===== src/logic/mac_pkg.sv =====
`default_nettype none
package mac_pkg;
  localparam int unsigned MAC_DW = 16;
  localparam int unsigned MAC_AW = 40;
  localparam int unsigned MAC_IW = 24;
  localparam int unsigned MAC_PW = 34;

  // Instruction word layout
  localparam int unsigned MAC_HDR_HI = 23;
  localparam int unsigned MAC_HDR_LO = 19;
  localparam int unsigned MAC_DST_BIT = 18;
  localparam int unsigned MAC_FN_HI = 17;
  localparam int unsigned MAC_FN_LO = 13;
  localparam int unsigned MAC_Y_HI = 12;
  localparam int unsigned MAC_Y_LO = 11;
  localparam int unsigned MAC_X_HI = 10;
  localparam int unsigned MAC_X_LO = 8;
  localparam int unsigned MAC_ZF_HI = 7;
  localparam int unsigned MAC_ZF_LO = 4;
  localparam int unsigned MAC_CND_HI = 3;
  localparam int unsigned MAC_CND_LO = 0;
  localparam logic [4:0] MAC_HDR_VAL = 5'h04;
  localparam logic [3:0] MAC_ZF_VAL = 4'h0;
  localparam logic [3:0] MAC_COND_ALWAYS = 4'hf;

  // Function codes
  localparam logic [4:0] MAC_FN_MUL_SS = 5'h04;
  localparam logic [4:0] MAC_FN_MUL_SU = 5'h05;
  localparam logic [4:0] MAC_FN_MUL_US = 5'h06;
  localparam logic [4:0] MAC_FN_MUL_UU = 5'h07;
  localparam logic [4:0] MAC_FN_MUL_RND = 5'h01;
  localparam logic [4:0] MAC_FN_ACC_SS = 5'h08;
  localparam logic [4:0] MAC_FN_ACC_SU = 5'h09;
  localparam logic [4:0] MAC_FN_ACC_US = 5'h0a;
  localparam logic [4:0] MAC_FN_ACC_UU = 5'h0b;
  localparam logic [4:0] MAC_FN_ACC_RND = 5'h02;

  // Operand selects
  localparam logic [2:0] MAC_X_MX0 = 3'h0;
  localparam logic [2:0] MAC_X_MX1 = 3'h1;
  localparam logic [2:0] MAC_X_AR = 3'h2;
  localparam logic [2:0] MAC_X_MR0 = 3'h3;
  localparam logic [2:0] MAC_X_MR1 = 3'h4;
  localparam logic [2:0] MAC_X_MR2 = 3'h5;
  localparam logic [2:0] MAC_X_SR0 = 3'h6;
  localparam logic [2:0] MAC_X_SR1 = 3'h7;
  localparam logic [1:0] MAC_Y_MY0 = 2'h0;
  localparam logic [1:0] MAC_Y_MY1 = 2'h1;
  localparam logic [1:0] MAC_Y_MF = 2'h2;
  localparam logic [1:0] MAC_Y_ZERO = 2'h3;

  // Rounding and overflow geometry
  localparam logic [39:0] MAC_RND_HALF = 40'h0000008000;
  localparam logic [15:0] MAC_TIE_LOW = 16'h0000;
  localparam int unsigned MAC_RND_BIT = 16;
  localparam int unsigned MAC_FB_HI = 31;
  localparam int unsigned MAC_FB_LO = 16;
  localparam int unsigned MAC_OVF_LO = 31;
  localparam int unsigned MAC_LOW_HI = 15;
  localparam int unsigned MAC_TOP_LO = 32;
  localparam int unsigned MAC_TOP_W = 8;
  localparam int unsigned MAC_FLAG_BIT = 0;

  localparam logic [39:0] MAC_ACC_RST = 40'h0;
  localparam logic [15:0] MAC_FB_RST = 16'h0;
  localparam logic MAC_OVF_RST = 1'b0;

  typedef enum logic [2:0] {
    MAC_OP_NONE = 3'b001,
    MAC_OP_MUL = 3'b010,
    MAC_OP_ACC = 3'b100
  } mac_op_e;
endpackage
`default_nettype wire


===== src/logic/mac_multiply_accumulate.sv =====
// Behaviour
// - On a true predicate, multiply selected x and y and write the destination.
// - False condition leaves accumulator, feedback register and flag untouched.
// - The always-condition code executes regardless of the flag state.
// - Plain multiply into feedback register stores product bits 31-16.
// - Each operand signed or unsigned per format; first letter x, second y.
// - Rounded plain multiply rounds to the top 24 bits, bits 39-16.
// - Rounded plain multiply treats both operands as two's complement.
// - All rounding is unbiased.
// - Overflow flag set when top 9 result bits are not uniform, else cleared.
// - Operands come only from the registers the instruction names.
// - 24-bit word: header 00100, dest, function, y, x, zero nibble, condition.
// - Plain multiply codes 00100 SS, 00101 SU, 00110 US, 00111 UU.
// - Multiply-accumulate adds the product to the 40-bit accumulator.
// - Multiply-accumulate into feedback register stores sum bits 31-16.
// - Rounded accumulate treats operands as signed and rounds the sum.
// - Accumulate codes 01000, 01001, 01010, 01011, and 00010 rounded.
`timescale 1ns/1ps
`default_nettype none
module mac_multiply_accumulate
  import mac_pkg::*;
#(
  parameter int unsigned DW = mac_pkg::MAC_DW
) (
  input wire logic sys_clk_i,
  input wire logic sys_rst_i,
  input wire logic instr_valid_i,
  input wire logic [mac_pkg::MAC_IW-1:0] instr_i,
  input wire logic cond_true_i,
  input wire logic [DW-1:0] mult_x_input_0_i,
  input wire logic [DW-1:0] mult_x_input_1_i,
  input wire logic [DW-1:0] mult_y_input_0_i,
  input wire logic [DW-1:0] mult_y_input_1_i,
  input wire logic [DW-1:0] alu_result_i,
  input wire logic [DW-1:0] shifter_result_high_i,
  input wire logic [DW-1:0] shifter_result_low_i,
  input wire logic accumulator_top_part_we_i,
  input wire logic accumulator_mid_part_we_i,
  input wire logic accumulator_low_part_we_i,
  input wire logic mac_feedback_reg_we_i,
  input wire logic mac_overflow_flag_we_i,
  input wire logic [DW-1:0] reg_wr_data_i,
  output logic [mac_pkg::MAC_AW-1:0] wide_accumulator_o,
  output logic [DW-1:0] mac_feedback_reg_o,
  output logic mac_overflow_flag_o,
  output logic exec_done_o,
  output logic instr_ignored_o
);
  import mac_pkg::*;

  typedef struct packed {
    logic [MAC_AW-1:0] acc;
    logic [MAC_DW-1:0] fb;
    logic ovf;
    logic done;
    logic ignored;
  } mac_state_s;

  mac_state_s st_q;
  mac_state_s st_d;

  // Operand extended by one bit so one signed multiplier serves all formats
  function automatic logic signed [MAC_DW:0] mac_ext(input logic [MAC_DW-1:0] v,
                                                    input logic sgn);
    mac_ext = {sgn & v[MAC_DW-1], v};
  endfunction

  function automatic logic [MAC_AW-1:0] mac_product(input logic [MAC_DW-1:0] x,
                                                   input logic [MAC_DW-1:0] y,
                                                   input logic xs,
                                                   input logic ys);
    logic signed [MAC_PW-1:0] p;
    p = mac_ext(x, xs) * mac_ext(y, ys);
    mac_product = MAC_AW'(p);
  endfunction

  // Round to nearest at the bit 15/16 boundary, ties to even
  function automatic logic [MAC_AW-1:0] mac_round(input logic [MAC_AW-1:0] v);
    logic [MAC_AW-1:0] r;
    r = v + MAC_RND_HALF;
    if (v[MAC_RND_BIT-1:0] == MAC_RND_HALF[MAC_RND_BIT-1:0]) begin
      r[MAC_RND_BIT] = 1'b0;
    end
    r[MAC_RND_BIT-1:0] = MAC_TIE_LOW;
    mac_round = r;
  endfunction

  function automatic logic mac_ovf(input logic [MAC_AW-1:0] v);
    mac_ovf = ~((&v[MAC_AW-1:MAC_OVF_LO]) | ~(|v[MAC_AW-1:MAC_OVF_LO]));
  endfunction

  logic [4:0] fn;
  logic [2:0] xsel;
  logic [1:0] ysel;
  logic [3:0] cnd;
  logic to_fb;
  logic fmt_ok;
  logic go;
  logic x_sgn;
  logic y_sgn;
  logic rnd;
  mac_op_e op;
  logic [MAC_DW-1:0] xop;
  logic [MAC_DW-1:0] yop;
  logic [MAC_AW-1:0] prod;
  logic [MAC_AW-1:0] res;

  always_comb begin
    fn = instr_i[MAC_FN_HI:MAC_FN_LO];
    xsel = instr_i[MAC_X_HI:MAC_X_LO];
    ysel = instr_i[MAC_Y_HI:MAC_Y_LO];
    cnd = instr_i[MAC_CND_HI:MAC_CND_LO];
    to_fb = instr_i[MAC_DST_BIT];
    fmt_ok = (instr_i[MAC_HDR_HI:MAC_HDR_LO] == MAC_HDR_VAL) &&
             (instr_i[MAC_ZF_HI:MAC_ZF_LO] == MAC_ZF_VAL);
    op = MAC_OP_NONE;
    x_sgn = 1'b1;
    y_sgn = 1'b1;
    rnd = 1'b0;
    // Only explicit format codes execute; there is no default format
    // Every item spells out all four controls so no format leaks between codes
    case (fn)
      MAC_FN_MUL_SS: begin
        op = MAC_OP_MUL;
        x_sgn = 1'b1;
        y_sgn = 1'b1;
        rnd = 1'b0;
      end
      MAC_FN_MUL_SU: begin
        op = MAC_OP_MUL;
        x_sgn = 1'b1;
        y_sgn = 1'b0;
        rnd = 1'b0;
      end
      MAC_FN_MUL_US: begin
        op = MAC_OP_MUL;
        x_sgn = 1'b0;
        y_sgn = 1'b1;
        rnd = 1'b0;
      end
      MAC_FN_MUL_UU: begin
        op = MAC_OP_MUL;
        x_sgn = 1'b0;
        y_sgn = 1'b0;
        rnd = 1'b0;
      end
      MAC_FN_MUL_RND: begin
        op = MAC_OP_MUL;
        x_sgn = 1'b1;
        y_sgn = 1'b1;
        rnd = 1'b1;
      end
      MAC_FN_ACC_SS: begin
        op = MAC_OP_ACC;
        x_sgn = 1'b1;
        y_sgn = 1'b1;
        rnd = 1'b0;
      end
      MAC_FN_ACC_SU: begin
        op = MAC_OP_ACC;
        x_sgn = 1'b1;
        y_sgn = 1'b0;
        rnd = 1'b0;
      end
      MAC_FN_ACC_US: begin
        op = MAC_OP_ACC;
        x_sgn = 1'b0;
        y_sgn = 1'b1;
        rnd = 1'b0;
      end
      MAC_FN_ACC_UU: begin
        op = MAC_OP_ACC;
        x_sgn = 1'b0;
        y_sgn = 1'b0;
        rnd = 1'b0;
      end
      MAC_FN_ACC_RND: begin
        op = MAC_OP_ACC;
        x_sgn = 1'b1;
        y_sgn = 1'b1;
        rnd = 1'b1;
      end
      default: begin
        op = MAC_OP_NONE;
        x_sgn = 1'b1;
        y_sgn = 1'b1;
        rnd = 1'b0;
      end
    endcase
    if (!fmt_ok) begin
      op = MAC_OP_NONE;
    end
    // Always-code bypasses the condition input, not the decoder's verdict
    go = instr_valid_i && (op != MAC_OP_NONE) &&
         ((cnd == MAC_COND_ALWAYS) || cond_true_i);
  end

  // Operand muxes read only the named source registers
  always_comb begin
    if (xsel == MAC_X_MX0) begin
      xop = mult_x_input_0_i;
    end else if (xsel == MAC_X_MX1) begin
      xop = mult_x_input_1_i;
    end else if (xsel == MAC_X_AR) begin
      xop = alu_result_i;
    end else if (xsel == MAC_X_MR0) begin
      xop = st_q.acc[MAC_LOW_HI:0];
    end else if (xsel == MAC_X_MR1) begin
      xop = st_q.acc[MAC_FB_HI:MAC_FB_LO];
    end else if (xsel == MAC_X_MR2) begin
      // Top part is narrow; read back sign-extended
      xop = {{(MAC_DW-MAC_TOP_W){st_q.acc[MAC_AW-1]}}, st_q.acc[MAC_AW-1:MAC_TOP_LO]};
    end else if (xsel == MAC_X_SR0) begin
      xop = shifter_result_low_i;
    end else begin
      xop = shifter_result_high_i;
    end
  end

  always_comb begin
    if (ysel == MAC_Y_MY0) begin
      yop = mult_y_input_0_i;
    end else if (ysel == MAC_Y_MY1) begin
      yop = mult_y_input_1_i;
    end else if (ysel == MAC_Y_MF) begin
      yop = st_q.fb;
    end else begin
      // Zero operand turns accumulate into a plain accumulator transfer
      yop = '0;
    end
  end

  always_comb begin
    prod = mac_product(xop, yop, x_sgn, y_sgn);
    if (op == MAC_OP_ACC) begin
      res = st_q.acc + prod;
    end else begin
      res = prod;
    end
    if (rnd) begin
      res = mac_round(res);
    end
  end

  always_comb begin
    st_d = st_q;
    st_d.done = 1'b0;
    st_d.ignored = instr_valid_i && !go;
    // Plain register writes from the data bus side
    if (accumulator_low_part_we_i) begin
      st_d.acc[MAC_LOW_HI:0] = reg_wr_data_i;
    end
    if (accumulator_mid_part_we_i) begin
      st_d.acc[MAC_FB_HI:MAC_FB_LO] = reg_wr_data_i;
    end
    if (accumulator_top_part_we_i) begin
      st_d.acc[MAC_AW-1:MAC_TOP_LO] = reg_wr_data_i[MAC_TOP_W-1:0];
    end
    if (mac_feedback_reg_we_i) begin
      st_d.fb = reg_wr_data_i;
    end
    if (mac_overflow_flag_we_i) begin
      st_d.ovf = reg_wr_data_i[MAC_FLAG_BIT];
    end
    // An executing instruction wins over a same-cycle plain write
    if (go) begin
      st_d.done = 1'b1;
      st_d.ovf = mac_ovf(res);
      if (to_fb) begin
        st_d.fb = res[MAC_FB_HI:MAC_FB_LO];
      end else begin
        st_d.acc = res;
      end
    end
  end

  always_ff @(posedge sys_clk_i or posedge sys_rst_i) begin
    if (sys_rst_i) begin
      st_q.acc <= MAC_ACC_RST;
      st_q.fb <= MAC_FB_RST;
      st_q.ovf <= MAC_OVF_RST;
      st_q.done <= 1'b0;
      st_q.ignored <= 1'b0;
    end else begin
      st_q <= st_d;
    end
  end

  assign wide_accumulator_o = st_q.acc;
  assign mac_feedback_reg_o = st_q.fb;
  assign mac_overflow_flag_o = st_q.ovf;
  assign exec_done_o = st_q.done;
  assign instr_ignored_o = st_q.ignored;
endmodule
`default_nettype wire


===== config.mk =====
export PLATFORM = sky130hd
export DESIGN_NAME = mac_multiply_accumulate
export DESIGN_NICKNAME = d
export VERILOG_FILES = /design/src/logic/mac_pkg.sv /design/src/logic/mac_multiply_accumulate.sv
export SDC_FILE = /design/constraint.sdc
export NUM_CORES = 1
export LEC_CHECK = 0
export BUFFER_PORTS_ARGS = -buffer_cell sky130_fd_sc_hd__buf_4
export CAP_MARGIN = 25
export CORE_ASPECT_RATIO = 0.8
export CORE_UTILIZATION = 45
export DETAILED_ROUTE_END_ITERATION = 8
export PLACE_DENSITY_LB_ADDON = 0.08
export SYNTH_ARGS = -nofsm -noshare
export SYNTH_HDL_FRONTEND = slang
export SYNTH_SLANG_ARGS = --single-unit

===== constraint.sdc =====
create_clock -name sys_clk_i -period 11.5 [get_ports sys_clk_i]
set_input_delay 1.725 -clock sys_clk_i [delete_from_list [all_inputs] [get_ports sys_clk_i]]
set_output_delay 1.725 -clock sys_clk_i [all_outputs]
set_load 0.01 [all_outputs]

=== After elaboration in Yosys (flattened, before gate mapping) ===
Memories as Yosys holds them, arrays and structs flattened.
Cells that the tools add are included.

* Input bits: 161
* Bits in registers: 59
* Output and inout port bits: 59
* Memories: 1
* Logic and storage cells: 62
* ROM bits: 96

{| class="wikitable"
|+ Memories
! memory !! words !! width !! rd ports !! clocked after Yosys merged registers in !! wr ports !! line !! text
|-
| (name not given) || 16 || 6 || 1 || 0 || 0 || mac_multiply_accumulate.sv:122 || <nowiki>case (fn)</nowiki>
|}

* Add/subtract/negate cells: 2
* Reductions and logical operators: 12
* Bitwise logic cells: 5
* Eq/ne operators: 13
* Mux-type cells: 23
* Multiply operators: 1

{| class="wikitable"
|+ Operators by type and width
! kind !! count
|-
| $mux W16 || 14
|-
| $mux W40 || 3
|-
| $mux W58 || 1
|-
| $add A40 B16 Y40 const B || 1
|-
| $add A40 B40 Y40 || 1
|-
| $mul A17 B17 Y34 || 1
|-
| $eq A16 B16 Y1 const B || 1
|-
| $eq A3 B3 Y1 const B || 4
|-
| $reduce_and A9 Y1 || 1
|-
| $reduce_or A9 Y1 || 1
|-
| $mux W8 || 1
|-
| $eq A3 B2 Y1 const B || 2
|-
| $mux W6 || 1
|-
| $eq A5 B3 Y1 const B || 1
|-
| $eq A4 B4 Y1 const B || 1
|-
| $logic_and A1 B1 Y1 || 4
|-
| $logic_not A4 Y1 || 1
|-
| $eq A3 B1 Y1 const B || 1
|-
| $logic_not A3 Y1 || 1
|-
| $mux W3 || 1
|-
| $ne A3 B1 Y1 const B || 1
|-
| $and A1 B1 Y1 || 2
|-
| $eq A2 B1 Y1 const B || 1
|-
| $eq A2 B2 Y1 const B || 1
|-
| other kinds (7) || 9
|}

=== Depth between registers and ports, before layout ===
Gate-level depths: netlist (run 1).

* Depth after elaboration: 20
* Depth in mapped cells: 45
* Gate-level depth less buffers: 41

=== Worst setup path before layout (run 1) ===
OpenSTA, ideal clock, no wires.

* Kind: input to register
* From: input port instr_i[8] in the netlist's numbering
* To: register st_q, in the netlist mac_overflow_flag_o
* Arrival: 12.074 ns
* Stages on the path: 40
* Setup slack: -0.702 ns
* Library setup time: 0.128 ns
* Buffers on the path: 6
* Cells stage by stage: clkbuf_1 -> buf_1 -> clkbuf_1 -> clkbuf_1 -> nor2_1 -> o32ai_1 -> nor2_1 -> fa_1 -> inv_1 -> fa_1 -> fa_1 -> inv_1 -> fa_1 -> fa_1 -> inv_1 -> fa_1 -> inv_1 -> ha_1 -> (+4 left out) -> nand3_1 -> xnor2_1 -> inv_1 -> ha_1 -> clkbuf_1 -> a21oi_1 -> o21ai_0 -> nor2_1 -> a31oi_1 -> xor2_1 -> nor3b_1 -> a2bb2o_2 -> or4b_4 -> or3_1 -> a22oi_1 -> nand4_1 -> nor4_1 -> nor3_1

* Word-level cells in the longest chain between the ends: 19
* Elaborated cells between the ends (all ways): 26

{| class="wikitable"
|+ Ends and longest elaborated chain
! what !! line !! text
|-
| start: declaration || mac_multiply_accumulate.sv:28 || <nowiki>input wire logic [mac_pkg::MAC_IW-1:0] instr_i,</nowiki>
|-
| $eq A3 B3 Y1 || mac_multiply_accumulate.sv:213 || <nowiki>end else if (xsel == MAC_X_SR0) begin</nowiki>
|-
| $mux W16 || mac_multiply_accumulate.sv:213 ||
|-
| $mux W16 || mac_multiply_accumulate.sv:210 || <nowiki>end else if (xsel == MAC_X_MR2) begin</nowiki>
|-
| $mux W16 || mac_multiply_accumulate.sv:208 || <nowiki>end else if (xsel == MAC_X_MR1) begin</nowiki>
|-
| $mux W16 || mac_multiply_accumulate.sv:206 || <nowiki>end else if (xsel == MAC_X_MR0) begin</nowiki>
|-
| $mux W16 || mac_multiply_accumulate.sv:204 || <nowiki>end else if (xsel == MAC_X_AR) begin</nowiki>
|-
| $mux W16 || mac_multiply_accumulate.sv:202 || <nowiki>end else if (xsel == MAC_X_MX1) begin</nowiki>
|-
| $mux W16 (*) || mac_multiply_accumulate.sv:200 || <nowiki>if (xsel == MAC_X_MX0) begin</nowiki>
|-
| (+3 left out) || - ||
|-
| $mux W40 (*) || mac_multiply_accumulate.sv:235 || <nowiki>if (op == MAC_OP_ACC) begin</nowiki>
|-
| $add A40 B16 Y40 || mac_multiply_accumulate.sv:80 || <nowiki>r = v + MAC_RND_HALF;</nowiki>
|-
| $mux W40 (*) || mac_multiply_accumulate.sv:240 || <nowiki>if (rnd) begin</nowiki>
|-
| $reduce_or A9 Y1 || mac_multiply_accumulate.sv:89 || <nowiki>mac_ovf = ~((&v[MAC_AW-1:MAC_OVF_LO]) | ~(|v[MAC_AW-1:MAC_OVF_LO]));</nowiki>
|-
| $not A1 Y1 || mac_multiply_accumulate.sv:89 ||
|-
| $or A1 B1 Y1 (*) || mac_multiply_accumulate.sv:89 ||
|-
| $not A1 Y1 (*) || mac_multiply_accumulate.sv:89 ||
|-
| $mux W58 (*) || mac_multiply_accumulate.sv:266 || <nowiki>if (go) begin</nowiki>
|-
| end signal: assignment || mac_multiply_accumulate.sv:285 || <nowiki>st_q <= st_d;</nowiki>
|-
| end: declaration || mac_multiply_accumulate.sv:59 || <nowiki>mac_state_s st_q;</nowiki>
|}

Every way passes the cells marked *; elsewhere a longest branch is shown, timed or not.
A chain may end at the register's enable or synchronous reset.

=== Final worst setup path (run 1) ===
* From: input port instr_i[9] in the netlist's numbering
* To: register st_q, in the netlist mac_overflow_flag_o

The elaborated chain is that of the path after synthesis.

==> impl_metrics.env, run 1 <==
export IMPL_io_pins=220
export IMPL_met3_usage_pct=8.03
export IMPL_grt_first_pass_wirelength_mm=110
export IMPL_worst_setup_path_start_kind="primary input"
export IMPL_grt_pass1_vias=18300
export IMPL_busiest_layer="met2"
export IMPL_grt_max_degree=60
export IMPL_crit_family="adder cells"
export IMPL_start_util_pct=46.2
export IMPL_ys_seq_elements=59
export IMPL_area_delta_synth_final_pct=29.9
export IMPL_portBuffers=219
export IMPL_path_max_fanout=12
export IMPL_grt_ovfl_total=0
export IMPL_max_slew_margin_rel_pct=46.5
export IMPL_antenna_found_initial=1
export IMPL_path_buf_inv=9
export IMPL_worstSetupStartpoint="instr_i[9]"
export IMPL_drt_total_wl_mm=74.0
export IMPL_grt_usage_pct=34.4
export IMPL_grt_use_met2_pct=52.4
export IMPL_post_route_period_util_pct=97.8
export IMPL_num_nets_final=3344
export IMPL_clk_latency_ns=0.33
export IMPL_synthArstFlopShare_pct=100
export IMPL_final_hold_violation_count=0
export IMPL_clkTransAtPathRegs_ns=0.06
export IMPL_fmaxAchievable_mhz=88.9
export IMPL_mostFrequentLayoutCells="buf_4, inv_1, fa_1, nand2_1, nor2_1"
export IMPL_synth_cell_types=90
export IMPL_cts_max_level=3
export IMPL_hpwl_mm=63.6
export IMPL_fin_skew_ns=0.0130
export IMPL_routed_via_density=5.70
export IMPL_layout_commonest_cell="buf_4"
export IMPL_fin_tns_setup_ns=0
export IMPL_ys_warn_count=0
export IMPL_die_width_um=231
export IMPL_setup_viol=0
export IMPL_syn_inst=2257
export IMPL_min_delay_start="wide_accumulator_o[2]$_DFF_PP0_"
export IMPL_rows=66
export IMPL_cts_tree="built"
export IMPL_status="complete, no violations"
export IMPL_syn_area_per_cell_um2=8.40
export IMPL_synthFlopType="dfrtp_1"
export IMPL_min_path_type="register to register"
export IMPL_drv_slew=0
export IMPL_remaining_drc_errors=0
export IMPL_ys_seq_area_share_pct=7.79
export IMPL_die_height_um=186
export IMPL_dieArea_mm2=0.0429
export IMPL_syn_nets=2844
export IMPL_drtAntennaViolNets=0
export IMPL_drive_gt1_share_pct=26.6
export IMPL_crit_path_max_incr_delay_ns=0.58
export IMPL_dr_pass1_iters=6
export IMPL_cts_buffers=9
export IMPL_cts_buffer_depth=2
export IMPL_critPathRequiredTime_ns=11.70
export IMPL_end_kind="register"
export IMPL_crit_type="primary input to register"
export IMPL_fin_crit_ns=11.25
export IMPL_maxCapViolCount=0
export IMPL_synth_enable_flop_cells=0
export IMPL_core_area_mm2=0.0410
export IMPL_grt_use_met1_pct=48.5
export IMPL_root_buffer="clkbuf_16"
export IMPL_crit_top_cell="fa_1"
export IMPL_route_vias_total=18900
export IMPL_wire_per_inst_um=22.4
export IMPL_clock_sinks=59
export IMPL_synth_area_mm2=0.0190
export IMPL_drt_iter0_markers=1834
export IMPL_slowest_stage="fa_1"
export IMPL_worst_pin_slew_ns=0.802
export IMPL_r2r_start="wide_accumulator_o[39]$_DFF_PP0_"
export IMPL_gp_congestion=0.959
export IMPL_arrival_ns=11.45
==> per-layer routing <==
metal  up-vias  wire length (um)  part of all wire [%]
met5         -                 0                     0
met4         0              2280                   3.1
met3        78              6170                   8.3
met2       741             32800                    44
met1      9435             32800                    44
li1       8612                 -                     -
==> synthesized netlist by cell type, types with 18 or more instances <==
master	instances	area [um2]
nor2b_1	36	225
o211ai_1	22	165
ha_1	129	1610
mux4_2	20	450
xor2_1	31	272
clkbuf_1	83	312
nand4_1	24	150
a21o_1	27	203
nor2_1	233	875
nand2_1	239	897
o21ai_0	91	455
a211oi_1	52	390
fa_1	297	5950
inv_1	318	1190
dfrtp_1	59	1480
nand2b_1	24	150
nand3_1	34	170
o21a_1	18	135
xnor2_1	40	350
mux2i_1	76	761
a21oi_1	137	686
==> state kept, by name, indices dropped and copies added (netlist names) <==
signal	flops
mac_overflow_flag_o	1
wide_accumulator_o	40
instr_ignored_o	1
exec_done_o	1
mac_feedback_reg_o	16
==> worst register-to-register path: cells and delay by family (launching register included) <==
| kind | cells | cell delay, ns |
|---|---|---|
| AND/OR/NAND/NOR | 10 | 2.60 |
| flip-flops | 1 | 0.79 |
| buffers and inverters | 7 | 0.86 |
| XOR/XNOR | 1 | 0.12 |
| AO/OA/AOI/OAI | 11 | 2.36 |
| adder cells (fa/ha/maj) | 8 | 3.55 |
==> worst paths after layout <==
kind	to	cells after the start	slack (ns)
max reg2reg	mac_overflow_flag_o$_DFFE_PP0P_	37	1.08
max	mac_overflow_flag_o$_DFFE_PP0P_	39	0.25
min reg2reg	wide_accumulator_o[2]$_DFF_PP0_	2	0.66
max in group asynchronous	wide_accumulator_o[36]$_DFF_PP0_	3	9.33
min in group asynchronous	wide_accumulator_o[3]$_DFF_PP0_	3	1.62
min	wide_accumulator_o[2]$_DFF_PP0_	2	0.66
==> final cells by class <==
cell class | instances | area (um2)
Clock buffer | 10 | 239
Tap cell | 544 | 681
Inverter | 318 | 1190
Multi-Input combinational cell | 1779 | 16300
Sequential cell | 59 | 1480
Antenna cell | 1 | 2.50
Timing Repair Buffer | 590 | 4570
Clock inverter | 6 | 113
Fill cell | 3763 | 16400
==> kinds of logic (layout without fill, tap and decap cells) <==
logic type	after synthesis	after routing	synth area share, %
other	0	1	0
adders and majority gates	426	426	39.9
and+or+nand+nor	703	703	17.3
buffers and inverters	419	924	8.50
muxes	105	105	6.93
DFF	59	59	7.79
xor gates and xnor gates	71	71	3.28
AOI/OAI and AO/OA	474	474	16.3
==> timing repair <==
action / CTS / global route
gates cloned: 0 / 1
gates resized for setup: 4 / 108
setup endpoints to repair: 1 / 19
pin swaps: 0 / 16
hold buffers: 0 / 0
setup buffers: 0 / 12
==> stage by stage <==
step | area, um2 | utilization (%) | hold WS (ns) | instances | setup WS [ns]
2_1_floorplan | 19000 | - | 0.615 | 2257 | 0.0514
3_3_place_gp | 23700 | 57.6 | 0.646 | 3276 | -0.370
3_5_place_dp | 23700 | 57.6 | 0.649 | 3276 | -0.454
4_1_cts | 24000 | 58.6 | 0.672 | 3292 | 0.0167
5_1_grt | 24600 | 60.0 | 0.721 | 3307 | -0.0232
6_report | 24600 | 60.0 | 0.662 | 3307 | 0.253
Power of run 1 is not shown: default switching activity piles up to over one toggle a cycle in this logic, so the estimate is an artifact.
==> run 2: changes to the inputs <==
- PLACE_DENSITY: not set -> 0.67
- PLACE_DENSITY_LB_ADDON: 0.08 -> not set
==> run 2 against run 1 <==
  * Sequential share of layout area grew 0.17 points
  * Die area did not move
  * Non-clock buffer count fell by 70
  * Highest routed layer is now met5
==> impl_metrics.env, run 2 (synthesis gave the netlist of run 1 again) <==
export IMPL_setup_viol=0
export IMPL_routed_via_density=5.87
export IMPL_portBuffers=219
export IMPL_r2r_start="wide_accumulator_o[39]$_DFF_PP0_"
export IMPL_worstSetupStartpoint="instr_i[9]"
export IMPL_drv_slew=0
export IMPL_clk_latency_ns=0.35
export IMPL_cts_hold_buf=0
export IMPL_fin_skew_ns=0.00893
export IMPL_route_vias_total=19000
export IMPL_post_route_period_util_pct=97.8
export IMPL_grt_max_degree=60
export IMPL_num_nets_final=3274
export IMPL_die_height_um=186
export IMPL_mostFrequentLayoutCells="buf_4, inv_1, fa_1, nand2_1, nor2_1"
export IMPL_critPathRequiredTime_ns=11.71
export IMPL_fin_tns_setup_ns=0
export IMPL_final_hold_violation_count=0
export IMPL_drtAntennaViolNets=0
export IMPL_drt_iter0_markers=1870
export IMPL_area_delta_synth_final_pct=26.3
export IMPL_drive_gt1_share_pct=24.7
export IMPL_arrival_ns=11.46
export IMPL_cts_buffer_depth=2
export IMPL_whs_ns=0.723
export IMPL_min_delay_start="wide_accumulator_o[2]$_DFF_PP0_"
export IMPL_wire_per_inst_um=23.0
export IMPL_grt_ovfl_total=0
export IMPL_min_path_type="register to register"
export IMPL_crit_top_cell="fa_1"
export IMPL_crit_path_max_incr_delay_ns=0.59
export IMPL_drt_total_wl_mm=74.5
export IMPL_hpwl_mm=63.3
export IMPL_fin_cells=3240
export IMPL_grt_first_pass_wirelength_mm=112
export IMPL_dp_cells=3210
export IMPL_cts_max_level=3
export IMPL_utilization_pct=58.3
export IMPL_clock_sinks=59
export IMPL_max_slew_margin_rel_pct=43.9
export IMPL_dr_pass1_iters=5
export IMPL_rows=66
export IMPL_crit_type="primary input to register"
export IMPL_path_max_fanout=11
export IMPL_grt_usage_pct=34.9
export IMPL_end_kind="register"
export IMPL_dieArea_mm2=0.0429
export IMPL_largest_register_ffs=40
export IMPL_maxCapViolCount=0
export IMPL_root_buffer="clkbuf_16"
export IMPL_gp_congestion=1.06
export IMPL_worst_pin_slew_ns=0.841
export IMPL_status="complete, no violations"
export IMPL_grt_pass1_vias=18600
export IMPL_slowest_stage="fa_2"
export IMPL_remaining_drc_errors=0
export IMPL_cts_buffers=9
export IMPL_cts_tree="built"
export IMPL_io_pins=220
export IMPL_layout_commonest_cell="buf_4"
export IMPL_core_area_mm2=0.0410
export IMPL_worst_setup_path_start_kind="primary input"
export IMPL_die_width_um=231
export IMPL_fin_crit_ns=11.25
export IMPL_start_util_pct=46.2
export IMPL_clkTransAtPathRegs_ns=0.05
export IMPL_fmaxAchievable_mhz=88.9
export IMPL_antenna_found_initial=7
[run 2: cell types whose count changed in the layout (fill, tap and decap cells not counted), moves of 5 or more]
cell,delta
ha_1,+6
o21ai_2,-6
ha_4,-5
o21ai_0,+7
a211oi_1,+5
buf_4,-64
[run 2: cell type report]
cell class / instances / area (um2)
fill: 3723 / 17100
multi-input combinational: 1779 / 16300
timing repair buffer: 520 / 4000
sequential: 59 / 1480
inverter: 318 / 1190
tap: 544 / 681
clock buffer: 13 / 240
clock inverter: 3 / 15.0
antenna: 4 / 10.0
[run 2: through the flow]
stage	area (um2)	worst slack, ns
5_1_grt	23900	-0.138
6_report	23900	0.247
2_1_floorplan	19000	0.0514
3_3_place_gp	23100	-0.497
3_5_place_dp	23200	-0.430
4_1_cts	23400	0.00641
[run 2: final timing paths]
check	end	slack, ns	depth (start not counted)
min reg2reg	wide_accumulator_o[2]$_DFF_PP0_	0.72	2
max reg2reg	mac_overflow_flag_o$_DFFE_PP0P_	1.07	37
max	mac_overflow_flag_o$_DFFE_PP0P_	0.25	38
max in group asynchronous	wide_accumulator_o[37]$_DFF_PP0_	9.31	3
min in group asynchronous	wide_accumulator_o[4]$_DFF_PP0_	1.63	3
min	wide_accumulator_o[2]$_DFF_PP0_	0.72	2
[run 2: repair_timing]
| item | 4_1_cts | 5_1_grt |
|---|---|---|
| pin swaps | 1 | 19 |
| buffers inserted | 2 | 7 |
| gates resized for setup | 2 | 95 |
| setup endpoints to repair | 1 | 19 |
[run 2: critical path, delay by kind of cell]
kind                       cells  cell delay (ns)
adders and majority gates      8             3.55
buffers and inverters          8             0.97
and+or+nand+nor               12             2.58
AOI/OAI and AO/OA              9             2.45
xor gates and xnor gates       1             0.17
[run 2: metal layers]
metal,track usage (%),part of all wire (%),vias to the layer above
met5,0,0.017,-
met4,12.2,3.8,2
met3,9.04,11,144
met2,52.4,43,989
met1,48.4,42,9399
li1,-,-,8478
Power of run 2 is left out for the same reason.
